File: config.mk
export PLATFORM = sky130hd
export DESIGN_NAME = wake_source_capture
export DESIGN_NICKNAME = d
export VERILOG_FILES = /design/src/rtl/wake_source_pkg.sv /design/src/rtl/wake_source_capture.sv
export SDC_FILE = /design/constraint.sdc
export NUM_CORES = 1
export LEC_CHECK = 0
export BUFFER_PORTS_ARGS = -buffer_cell sky130_fd_sc_hd__buf_2
export CAP_MARGIN = 20
export CORE_MARGIN = 2
export CORE_UTILIZATION = 50
export DETAILED_ROUTE_END_ITERATION = 12
export MAX_ROUTING_LAYER = met4
export PLACE_DENSITY = 0.85
export SYNTH_ARGS = -nofsm -noshare
export SYNTH_HDL_FRONTEND = slang
export SYNTH_SLANG_ARGS = --single-unit
File: constraint.sdc
create_clock -name clk -period 4.3 [get_ports clk]
set_clock_uncertainty 0.05 [all_clocks]
set_input_delay 0.86 -clock clk [delete_from_list [all_inputs] [get_ports clk]]
set_output_delay 0.86 -clock clk [all_outputs]
set_load 0.01 [all_outputs]
File: src/rtl/wake_source_pkg.sv
// constants for the wake source capture register bank
// assumes a 32-bit classic wishbone slave with byte addresses
package wake_source_pkg;

  // ==========================================================
  // bus geometry
  localparam int          ADDR_W         = 12;
  localparam int          DATA_W         = 32;
  localparam int          SEL_W          = 4;

  // ==========================================================
  // register byte offsets
  localparam logic [11:0] STATUS_OFFSET  = 12'h144;
  localparam logic [11:0] CONTROL_OFFSET = 12'h148;

  // ==========================================================
  // wake_source_status field positions
  localparam int          PIN_LSB        = 20;
  localparam int          PIN_COUNT      = 12;
  localparam int          V6_SYN_BIT     = 16;
  localparam int          V4_SYN_BIT     = 15;
  localparam int          TX_IDLE_BIT    = 14;
  localparam int          RX_IDLE_BIT    = 13;
  localparam int          FILTER_BIT     = 12;
  localparam int          EXACT_BIT      = 11;
  localparam int          MAGIC_BIT      = 10;
  localparam int          BCAST_BIT      = 9;
  localparam int          PATTERN_BIT    = 8;
  localparam int          INDEX_LSB      = 0;
  localparam int          INDEX_W        = 5;
  localparam int          FILTER_COUNT   = 32;

  // implemented bits; 19:17 and 7:5 stay zero
  localparam logic [31:0] STATUS_WRITABLE = 32'hfff1_ff1f;
  localparam logic [31:0] STATUS_RESET    = 32'h0000_0000;

  // ==========================================================
  // control word field positions
  localparam int          EEE_EN_BIT     = 0;
  localparam int          TX_WAKE_EN_BIT = 1;
  localparam int          RX_WAKE_EN_BIT = 2;
  localparam logic [31:0] CONTROL_WRITABLE = 32'h0000_0007;
  localparam logic [31:0] CONTROL_RESET    = 32'h0000_0000;

endpackage
File: src/rtl/wake_source_capture.sv
// wake source capture: records which event caused wakeup signalling
// while suspended, behind a classic wishbone slave.
// assumes event inputs are one-cycle pulses synchronous to clk.
`timescale 1ns/1ns
`default_nettype none

module wake_source_capture
  import wake_source_pkg::*;
(
  input  wire logic                           clk,                  // system clock
  input  wire logic                           reset,                // async reset, active high
  input  wire logic                           wb_cyc_i,             // bus cycle
  input  wire logic                           wb_stb_i,             // strobe
  input  wire logic                           wb_we_i,              // write enable
  input  wire logic [wake_source_pkg::ADDR_W-1:0] wb_adr_i,         // byte address
  input  wire logic [wake_source_pkg::SEL_W-1:0]  wb_sel_i,         // byte lanes
  input  wire logic [wake_source_pkg::DATA_W-1:0] wb_dat_i,         // write data
  output logic [wake_source_pkg::DATA_W-1:0]      wb_dat_o,         // read data
  output logic                                wb_ack_o,             // acknowledge
  input  wire logic                           suspend_state,        // suspend entry complete
  input  wire logic                           resume_started,       // wake-up process under way
  input  wire logic [wake_source_pkg::PIN_COUNT-1:0] pin_wake_event, // per-pin wake pulse
  input  wire logic                           v6_syn_event,         // ipv6 tcp syn received
  input  wire logic                           v4_syn_event,         // ipv4 tcp syn received
  input  wire logic                           tx_idle_exit,         // tx left lpi, delay expired
  input  wire logic                           rx_idle_exit,         // rx left lpi, partner wake
  input  wire logic                           filter_engine_frame,  // frame passed filter engine
  input  wire logic                           exact_dest_frame,     // exact address match
  input  wire logic                           magic_frame,          // magic packet
  input  wire logic                           broadcast_frame,      // broadcast frame
  input  wire logic                           pattern_frame,        // pattern filter match
  input  wire logic [wake_source_pkg::INDEX_W-1:0] matching_pattern_index, // matching filter
  output logic                                wake_source_any,      // any source bit recorded
  output logic                                energy_efficient_enable // control bit to mac
);
  import wake_source_pkg::*;

  // ==========================================================
  // state
  typedef struct packed {
    logic [DATA_W-1:0] status;
    logic [DATA_W-1:0] control;
    logic [DATA_W-1:0] rdata;
    logic              ack;
  } state_t;

  state_t state_r;
  state_t state_nxt;

  function automatic logic [DATA_W-1:0] lane_mask(input logic [SEL_W-1:0] sel);
    logic [DATA_W-1:0] m;
    m = '0;
    for (int i = 0; i < SEL_W; i++)
    begin
      m[i*8 +: 8] = {8{sel[i]}};
    end
    return m;
  endfunction

  logic              bus_req;
  logic              wr_status;
  logic              wr_control;
  logic              capture;
  logic              eee_en;
  logic              tx_wake_en;
  logic              rx_wake_en;
  logic [DATA_W-1:0] set_vec;
  logic [DATA_W-1:0] clr_vec;

  assign bus_req    = wb_cyc_i & wb_stb_i & ~state_r.ack;
  assign wr_status  = bus_req & wb_we_i & (wb_adr_i == STATUS_OFFSET);
  assign wr_control = bus_req & wb_we_i & (wb_adr_i == CONTROL_OFFSET);
  assign eee_en     = state_r.control[EEE_EN_BIT];
  assign tx_wake_en = state_r.control[TX_WAKE_EN_BIT];
  assign rx_wake_en = state_r.control[RX_WAKE_EN_BIT];

  // capture window
  // only a fully suspended device not yet waking records sources
  assign capture = suspend_state & ~resume_started;

  // ==========================================================
  // next state
  always_comb
  begin
    state_nxt     = state_r;
    state_nxt.ack = bus_req;
    set_vec       = '0;
    // all matching bits
    // sources are or-ed, so one packet may set several bits at once
    if (capture)
    begin
      set_vec[PIN_LSB +: PIN_COUNT] = pin_wake_event;
      set_vec[V6_SYN_BIT]  = v6_syn_event;
      set_vec[V4_SYN_BIT]  = v4_syn_event;
      set_vec[TX_IDLE_BIT] = tx_idle_exit & tx_wake_en & eee_en;
      set_vec[RX_IDLE_BIT] = rx_idle_exit & rx_wake_en & eee_en;
      set_vec[FILTER_BIT]  = filter_engine_frame;
      set_vec[EXACT_BIT]   = exact_dest_frame;
      set_vec[MAGIC_BIT]   = magic_frame;
      set_vec[BCAST_BIT]   = broadcast_frame;
      set_vec[PATTERN_BIT] = pattern_frame;
    end
    clr_vec = wr_status ? (wb_dat_i & lane_mask(wb_sel_i)) : '0;
    // sticky, set wins
    // hardware only sets the source bits, except that the idle bits are forced low while eee is off; a clear in the same cycle loses to the event
    state_nxt.status = (state_r.status & ~clr_vec) | set_vec;
    // filter index
    // index is replaced, not or-ed, so it names the latest match until a status write of ones clears bits 4:0
    if (capture & pattern_frame)
    begin
      state_nxt.status[INDEX_LSB +: INDEX_W] = matching_pattern_index;
    end
    if (!eee_en)
    begin
      state_nxt.status[TX_IDLE_BIT] = 1'b0;
      state_nxt.status[RX_IDLE_BIT] = 1'b0;
    end
    state_nxt.status = state_nxt.status & STATUS_WRITABLE;
    if (wr_control)
    begin
      state_nxt.control = ((state_r.control & ~lane_mask(wb_sel_i))
                           | (wb_dat_i & lane_mask(wb_sel_i))) & CONTROL_WRITABLE;
    end
    // read data; unmapped addresses answer with zero
    state_nxt.rdata = '0;
    if (bus_req & ~wb_we_i)
    begin
      if (wb_adr_i == STATUS_OFFSET)
      begin
        state_nxt.rdata = state_r.status;
      end
      else if (wb_adr_i == CONTROL_OFFSET)
      begin
        state_nxt.rdata = state_r.control;
      end
    end
  end

  // ==========================================================
  // registers
  always_ff @(posedge clk or posedge reset)
  begin
    if (reset)
    begin
      state_r.status  <= STATUS_RESET;
      state_r.control <= CONTROL_RESET;
      state_r.rdata   <= '0;
      state_r.ack     <= 1'b0;
    end
    else
    begin
      state_r <= state_nxt;
    end
  end

  assign wb_dat_o                = state_r.rdata;
  assign wb_ack_o                = state_r.ack;
  assign wake_source_any         = |(state_r.status & ~32'h0000_001f);
  assign energy_efficient_enable = eee_en;
endmodule

`default_nettype wire

==> flow_summary.yaml, run 1 <==
outcome:
  outcome: "finished clean"
clock_network:
  cts_sinks: 56
  clockBufferDepth: 2
  cts-buffers-inserted: 5
  cts_setup_buffers: 0
  ctsResizeCount: 0
  cts_hold_buf: 0
  clk_pin_slew_ns: 0.10
  clk_latency_ns: 0.31
  cts_root_buffer: "clkbuf_8"
  h-tree-depth: 2
  cts_tree: "done"
sta:
  setup_violations: 0
  worstMarginPinSlew_ns: 0.9068
  setup-tns-final_ns: 0
  period_minus_slack_ns: 2.851
  relSlewSlack_pct: 39.27
  slew_viol_final: 0
  period_share_pct: 66.30
  fmax_mhz: 350.8
  rsz0062_at_grt: "false"
  final_hold_viol_count: 0
floorplan:
  die-area_um2: 5563
  die_h_um: 74.59
  core_um2: 4755
  num_io_pins: 116
  die_w_um: 74.59
  initial_core_util_pct: 52.39
  rows: 25
global_routing:
  grt_pass1_vias: 1642
  antenna_found_initial: 0
  grt_usage_pct: 20.21
  grt.overflow.total: 0
  grt_first_pass_wirelength_um: 8059
  grt_max_degree: 57
hold_path:
  hold_path_class: "in -> async"
power:
  peakVddDrop_mv: 0.1354
  p_int_w: 0.0006925
  p_sw_w: 0.0002243
  pwr-share-clk_pct: 32.5
  pwr-share-comb_pct: 8.3
  seqPwrFrac_pct: 59.2
  leakagePower_nw: 1.567
  p_sw_share_pct: 24.46
  power_density_nw_per_um2: 310.7
cells_and_area:
  final_cells: 356
  regArea_um2: 1401
  nFillCells: 410
  multi_input_area_um2: 814.5
  drive_gt1_share_pct: 42.21
  antennaDiodeCount: 0
  nNetsFinal: 369
  area_growth_syn_to_layout_pct: 18.43
synthesis:
  synth.cell_area_um2: 2491
  synth_flop_cell: "dfrtp_1"
  yosys_warnings: 0
  synth.avg_cell_area_um2: 11.75
  async_flop_share_pct: 100.0
  syn_inst: 212
  synth_seq_cells: 56
  synth_cell_types: 32
  seq_area_frac_synth_pct: 56.25
  synth_edf_count: 0
detailed_routing:
  met1_length_um: 2246
  met2_length_um: 2703
  routed_wl_um: 5311
  maxUsedRoutingLayer: "met4"
  wl_met3_um: 299
  first_pass_iters: 5
  dr_total_vias: 1840
  first_iter_violations: 95
  drtAntennaViolNets: 0
  viasPerCell: 5.169
  drc: 0
  wire_per_inst_um: 14.92
placed_design:
  numPortBuffers: 103
  place_congestion: 0.8597
  placed_cells: 347
  hpwl_um: 4013
setup_path:
  crit_fanout: 3
  r2r_slack_ns: 2.33
  cp-start-kind: "flip-flop"
  end_kind: "output pin"
  crit_arrival_ns: 1.94
  reg2reg_to: "state_r[88]$_DFF_PP0_"
  critPathRequiredTime_ns: 3.39
  r2r_cells: 4
  timing.rr.start: "wb_ack_o$_DFF_PP0_"
  critical_path_class: "reg -> out"
flow_run:
  cap_violations: 0
==> sequential cells by signal, summed over array words and instances, names as in the netlist, named ones only <==
name      cells
wb_dat_o     26
state_r      26
wb_ack_o      1
==> worst max-delay path: stages (launching register included) <==
cell and delay, ns:
dfrtp_1 0.41, nor4_1 0.44, nand4_1 0.18, or4_1 0.44
buf_2 0.16
==> Yosys cell counts, drive strengths merged (4+ instances only) <==
cell type	number	area (µm²)
dfrtp	56	1401
buf	37	270.3
and2	21	131.4
nand3	19	95.09
a22o	18	157.7
a21oi	6	30.03
mux2i	5	50.05
nor2	5	18.77
and3	4	25.02
clkbuf	4	15.01
nor4b	4	71.32
==> area by class of cell <==
class                   instances  area share (%)
clock buffers                   5           2.332
clock inverters                 3          0.9330
inverters                       3          0.3817
multi-input cells             117           27.61
flip-flops and latches         56           47.50
well taps                      67           2.841
repair buffers                105           18.41
==> placed cells by master, fill, tap and decap left out, types with 4 or more instances in the layout <==
master,count
and3_1,4
nor2_1,5
a22o_1,18
and2_1,21
conb_1,6
mux2i_1,5
dfrtp_1,56
buf_2,103
a21oi_1,6
clkbuf_8,5
nand3_1,19
==> power by group through the flow <==
stage / clock network, W / registers [W] / logic [W]
final: 0.000298 / 0.000542 / 0.0000763
after CTS: 0.000303 / 0.000542 / 0.0000755
after detailed placement: 0 / 0.000553 / 0.0000752
after global placement: 0 / 0.000552 / 0.0000731
after floorplan: 0 / 0.000551 / 0.0000346
after global routing: 0.000324 / 0.000544 / 0.0000854
==> per-layer routing <==
layer,vias to the layer above,global-route usage (%)
met3,4,4.878
met4,0,5.952
met1,892,25.84
met5,-,-
li1,863,-
met2,81,32.15
==> cells by family after synthesis <==
| logic type | after synthesis | synth area share, % |
|---|---|---|
| AND/OR/NAND/NOR | 71 | 18.43 |
| flip-flops | 56 | 56.25 |
| buffers and inverters | 44 | 11.90 |
| AO/OA/AOI/OAI | 32 | 9.894 |
| multiplexers | 8 | 3.365 |
| other | 1 | 0.1505 |
==> metrics by stage <==
stage / setup slack [ns] / utilization, % / cell area, µm² / hold slack [ns] / power (W)
after global routing: 1.396 / 62.05 / 2950 / 0.4012 / 0.0009535
after CTS: 1.465 / 61.63 / 2930 / 0.4219 / 0.0009203
after floorplan: 2.013 / - / 2510 / 0.4033 / 0.0005852
final: 1.449 / 62.05 / 2950 / 0.4022 / 0.0009167
after detailed placement: 1.507 / 59.61 / 2834 / 0.4048 / 0.0006278
after global placement: 1.572 / 59.61 / 2834 / 0.3968 / 0.0006253
==> how the worst max path moves through the flow <==
stage,depth (start not counted),end,start
floorplan,2,wake_source_any,state_r[86]$_DFF_PP0_
global placement,5,state_r[68]$_DFF_PP0_,resume_started
detailed placement,5,state_r[67]$_DFF_PP0_,resume_started
CTS,4,wake_source_any,state_r[95]$_DFF_PP0_
global route,4,wake_source_any,state_r[80]$_DFF_PP0_
finish,4,wake_source_any,state_r[80]$_DFF_PP0_
No activity file was read; power rests on OpenSTA's default activity.
==> run 2, diff against run 1 <==
--- a/config.mk
+++ b/config.mk
@@ -5,13 +5,14 @@
 export SDC_FILE = /design/constraint.sdc
 export NUM_CORES = 1
 export LEC_CHECK = 0
+export ABC_AREA = 1
 export BUFFER_PORTS_ARGS = -buffer_cell sky130_fd_sc_hd__buf_2
 export CAP_MARGIN = 20
 export CORE_MARGIN = 2
-export CORE_UTILIZATION = 50
+export CORE_UTILIZATION = 48
 export DETAILED_ROUTE_END_ITERATION = 12
 export MAX_ROUTING_LAYER = met4
-export PLACE_DENSITY = 0.85
+export PLACE_DENSITY = 0.8
 export SYNTH_ARGS = -nofsm -noshare
 export SYNTH_HDL_FRONTEND = slang
 export SYNTH_SLANG_ARGS = --single-unit
==> constraint.sdc (replaced) <==
create_clock -name clk -period 2.8 [get_ports clk]
set_clock_uncertainty 0.05 [all_clocks]
set_input_delay 0.56 -clock clk [delete_from_list [all_inputs] [get_ports clk]]
set_output_delay 0.56 -clock clk [all_outputs]
set_load 0.01 [all_outputs]
==> run 2 against run 1 <==
Net effect: final cell count up 31%; largest cell class unchanged; flip-flop and latch count unchanged; setup slack worse by 0.70 ns; synthesized cell count up 52%; via count up 19%; highest routed layer unchanged.
==> flow_summary.yaml, run 2 <==
sta:
  rsz0062_at_grt: "false"
  relSlewSlack_pct: 64.06
  worstMarginPinSlew_ns: 0.5372
  period_share_pct: 73.32
  period_minus_slack_ns: 2.053
  setup_violations: 0
  final_hold_viol_count: 0
  fmax_mhz: 487.1
  finalWorstSetupSlack_ns: 0.7471
  slew_viol_final: 0
  setup-tns-final_ns: 0
cells_and_area:
  area_growth_syn_to_layout_pct: 14.71
  final_cells: 468
  multi_input_area_um2: 904.6
  drive_gt1_share_pct: 32.58
  layout_commonest_cell: "buf_2"
  nNetsFinal: 477
  mostFrequentLayoutCells: "buf_2, nand2_1, dfrtp_1, inv_1, nor3_1"
  nFillCells: 522
  regArea_um2: 1401
  antennaDiodeCount: 0
  fin_area_um2: 3181
clock_network:
  clk_latency_ns: 0.30
  h-tree-depth: 2
  cts-buffers-inserted: 5
  cts_sinks: 56
  clockBufferDepth: 2
  cts_root_buffer: "clkbuf_8"
  ctsResizeCount: 0
  clk_pin_slew_ns: 0.09
  cts_hold_buf: 0
  cts_tree: "done"
  cts_setup_buffers: 0
global_routing:
  grt_pass1_vias: 2038
  grt_max_degree: 44
  antenna_found_initial: 0
  grt_usage_pct: 19.26
  grt_first_pass_wirelength_um: 9190
  grt.overflow.total: 0
synthesis:
  synth_edf_count: 0
  synth_area_leaders: "dfrtp_1, nand2_1, buf_4"
  synth_cell_types: 27
  synth.cell_area_um2: 2773
  async_flop_share_pct: 100.0
  synth_top_area_cell: "dfrtp_1"
  seq_area_frac_synth_pct: 50.54
  synth.avg_cell_area_um2: 8.584
  syn_inst: 323
  yosys_warnings: 0
  synth_top_area_share_pct: 50.54
  synthTopCellsByCount: "nand2_1, dfrtp_1, inv_1, nor3_1, buf_4"
  synth_seq_cells: 56
  synth_flop_cell: "dfrtp_1"
  yosysMostFrequentCell: "nand2_1"
setup_path:
  slowest_stage: "dfrtp_1"
  cp-start-kind: "flip-flop"
  crit_fanout: 3
  cp_top_family: "simple AND/OR/NAND/NOR gates"
  r2r_slack_ns: 1.29
  startpoint: "state_r[96]$_DFF_PP0_"
  end_kind: "output pin"
  path_buf_inv: 2
  timing.rr.start: "wb_ack_o$_DFF_PP0_"
  critical_path_class: "reg -> out"
  slowest_delay_ns: 0.38
  cp_cell_sequence: "inv_1 -> nand4_1 -> nor4_1 -> nand3_1 -> buf_2"
  critPathRequiredTime_ns: 2.19
  crit_arrival_ns: 1.44
placed_design:
  place_congestion: 0.8593
  hpwl_um: 4323
  pre_cts_ws_ns: 0.8636
  placed_cell_area_um2: 3084
  numPortBuffers: 103
  placed_cells: 461
detailed_routing:
  wire_per_inst_um: 12.20
  drtAntennaViolNets: 0
  first_pass_iters: 4
  routed_wl_um: 5710
  drc: 0
  first_iter_violations: 105
  viasPerCell: 4.679
  dr_total_vias: 2190
power:
  leakagePower_nw: 1.765
  peakVddDrop_mv: 0.2369
  power_density_nw_per_um2: 448.5
  p_total_w: 0.001427
hold_path:
  hold_path_class: "in -> async"
floorplan:
  initial_core_util_pct: 50.05
  num_io_pins: 116
  die_w_um: 80
  rows: 27
  die_h_um: 80
  core_um2: 5540
  die-area_um2: 6400
outcome:
  outcome: "finished clean"
flow_run:
  cap_violations: 0
run 2: cells by family after synthesis:
group	synth area share, %
AO/OA/AOI/OAI	4.332
AND/OR/NAND/NOR	27.48
buffers and inverters	17.51
other	0.1352
flip-flops	50.54
run 2: path summary, 6_finish.rpt:
| check | cells past startpoint | end |
|---|---|---|
| setup / recovery | 5 | wake_source_any |
| hold / removal | 2 | state_r[94]$_DFF_PP0_ |
| setup reg to reg | 6 | state_r[67]$_DFF_PP0_ |
| hold reg to reg | 2 | flip-flop |
| max in group asynchronous | 3 | async pin |
| min in group clk | 3 | state_r[68]$_DFF_PP0_ |
run 2: metal layers:
layer	wire length, µm	GRT usage, %
met1	2417	22.92
met2	2820	32.08
met3	400	3.507
met4	71	8.305
met5	0	-
run 2: power by group:
group / total, W / leakage [nW] / internal, W / switching (W)
registers: 0.000827 / 0.675 / 0.000820 / 0.00000669
logic: 0.000140 / 1.04 / 0.0000593 / 0.0000812
clock network: 0.000459 / 0.0503 / 0.000221 / 0.000238
total: 0.00143 / 1.76 / 0.00110 / 0.000326
run 2: worst reg2reg max path, delay by kind of cell, from the launching register on:
| kind | cells | cell delay, ns |
|---|---|---|
| flops | 1 | 0.44 |
| buf+inv | 1 | 0.23 |
| simple gates | 5 | 0.68 |
run 2: cell type report:
type,count,share of cell area [%]
flip-flops and latches,56,44.06
multi-input cells,187,28.44
repair buffers,106,16.92
inverters,40,4.721
clock buffers,7,3.029
well taps,72,2.832
run 2: stage by stage:
stage               hold slack (ns)  utilization [%]
floorplan                    0.4135                -
global placement             0.3656            55.67
detailed placement           0.3680            55.67
CTS                         0.04272            57.41
global route                0.03572            57.41
finish                      0.04679            57.41
==> run 3, diff against run 2 <==
--- a/config.mk
+++ b/config.mk
@@ -5,14 +5,14 @@
 export SDC_FILE = /design/constraint.sdc
 export NUM_CORES = 1
 export LEC_CHECK = 0
-export ABC_AREA = 1
+export ABC_AREA = 0
 export BUFFER_PORTS_ARGS = -buffer_cell sky130_fd_sc_hd__buf_2
 export CAP_MARGIN = 20
 export CORE_MARGIN = 2
-export CORE_UTILIZATION = 48
+export CORE_UTILIZATION = 42
 export DETAILED_ROUTE_END_ITERATION = 12
 export MAX_ROUTING_LAYER = met4
-export PLACE_DENSITY = 0.8
+export PLACE_DENSITY = 0.76
 export SYNTH_ARGS = -nofsm -noshare
 export SYNTH_HDL_FRONTEND = slang
 export SYNTH_SLANG_ARGS = --single-unit
==> constraint.sdc (replaced) <==
create_clock -name clk -period 1.76 [get_ports clk]
set_clock_uncertainty 0.05 [all_clocks]
set_input_delay 0.352 -clock clk [delete_from_list [all_inputs] [get_ports clk]]
set_output_delay 0.352 -clock clk [all_outputs]
set_load 0.01 [all_outputs]
==> run 3 against run 2 <==
Net effect: the run now ends with negative setup slack left; power up 66%; core utilization is 2.0 points lower; clock power is 85% higher; critical path type unchanged; largest cell class unchanged.
==> flow_summary.yaml, run 3 (synthesized netlist as in run 1, its figures left out) <==
placed_design:
  place_congestion: 0.8614
  numPortBuffers: 103
  placed_cell_area_um2: 3072
  hpwl_um: 4141
  placed_cells: 381
sta:
  rsz0062_at_grt: "true"
  setup_violations: 1
  slew_viol_final: 0
  period_share_pct: 127.4
  period_minus_slack_ns: 2.243
  finalWorstSetupSlack_ns: -0.4827
  whs_ns: 0.05687
  fmax_mhz: 445.9
  final_hold_viol_count: 0
floorplan:
  die_h_um: 81.02
  die_w_um: 81.02
  core_um2: 5816
  rows: 28
  die-area_um2: 6563
  initial_core_util_pct: 42.84
  num_io_pins: 116
cells_and_area:
  final_cells: 391
  final_util_pct: 55.40
  drive_gt1_share_pct: 48.10
  fin_area_um2: 3222
  mostFrequentLayoutCells: "buf_2, dfrtp_1, buf_4, and2_1, nand3_1"
  nFillCells: 554
  nNetsFinal: 396
  layout_commonest_cell: "buf_2"
  antennaDiodeCount: 0
  area_growth_syn_to_layout_pct: 29.33
global_routing:
  grt.overflow.total: 0
  grt_pass1_vias: 1841
  grt_usage_pct: 17.95
  antenna_found_initial: 0
  grt_first_pass_wirelength_um: 8562
  grt_max_degree: 57
clock_network:
  clk_pin_slew_ns: 0.10
  cts_sinks: 56
  cts_root_buffer: "clkbuf_8"
  cts_tree: "done"
  h-tree-depth: 2
  clk_latency_ns: 0.30
  clockBufferDepth: 2
  cts-buffers-inserted: 5
detailed_routing:
  first_iter_violations: 61
  dr_total_vias: 1889
  drtAntennaViolNets: 0
  drc: 0
  first_pass_iters: 4
  viasPerCell: 4.831
  routed_wl_um: 5464
  wire_per_inst_um: 13.97
setup_path:
  cp-start-kind: "flip-flop"
  critical_path_class: "reg -> out"
  r2r_slack_ns: 0.17
  r2r_cells: 5
  crit_arrival_ns: 1.84
  timing.rr.start: "wb_ack_o$_DFF_PP0_"
  crit_fanout: 2
  end_kind: "output pin"
  startpoint: "state_r[81]$_DFF_PP0_"
  reg2reg_to: "state_r[88]$_DFF_PP0_"
  critPathRequiredTime_ns: 1.36
power:
  peakVddDrop_mv: 0.4772
  leakagePower_nw: 1.706
  power_density_nw_per_um2: 734.4
outcome:
  violations: "negative setup slack"
  outcome: "finished with violations"
hold_path:
  hold_path_class: "in -> async"
flow_run:
  cap_violations: 0
==> run 3: metrics by stage <==
step,setup WS (ns),TNS (ns),total power (W)
after floorplan,-0.001025,-0.001025,0.001430
after global placement,-0.1343,-0.1343,0.001538
after detailed placement,-0.1719,-0.1817,0.001547
after CTS,-0.4997,-0.4997,0.002387
after global routing,-0.5261,-0.5261,0.002461
final,-0.4827,-0.4827,0.002366
==> run 3: worst max-delay path by stage <==
stage / endpoint / slack [ns] / cells past startpoint
after floorplan: wake_source_any / -0.001 / 2
after global placement: wake_source_any / -0.13 / 3
after detailed placement: wake_source_any / -0.17 / 3
after CTS: wake_source_any / -0.50 / 3
after global routing: wake_source_any / -0.53 / 3
final: wake_source_any / -0.48 / 3
==> run 3: layout make-up <==
class                      instances  area, µm²  area share, %
clock inverter                     3      47.55          1.476
multi-input combinational        117      830.8          25.79
timing repair buffer             132      764.5          23.73
clock buffer                       5      68.82          2.136
inverter                           3      15.01         0.4660
tap                               75      93.84          2.913
sequential                        56       1401          43.50
==> run 3: repair_timing <==
item | 4_1_cts | 5_1_grt
setup buffers | 0 | 2
hold endpoints to repair | 0 | 0
hold buffers | 0 | 0
resized for setup | 1 | 2
pin swaps | 1 | 2
endpoints found under the setup margin | 1 | 1
==> run 3: critical path: stages, from the launching register on <==
cell,delay [ns]
dfrtp_1,0.38
or4_1,0.53
or4_4,0.50
buf_6,0.14
==> run 3: power breakdown <==
group / switching [W] / leakage [nW] / internal (W)
sequential: 0.0000153 / 0.672 / 0.00131
combinational: 0.0000992 / 0.975 / 0.0000930
clock: 0.000419 / 0.0583 / 0.000429
total: 0.000534 / 1.71 / 0.00183
==> run 3: layer usage <==
| metal | track usage (%) | up-vias | wire (µm) |
|---|---|---|---|
| li1 | - | 919 | - |
| met1 | 22.04 | 901 | 2370 |
| met2 | 30.66 | 65 | 2729 |
| met3 | 4.000 | 4 | 328 |
| met4 | 3.559 | 0 | 36 |
| met5 | - | - | 0 |
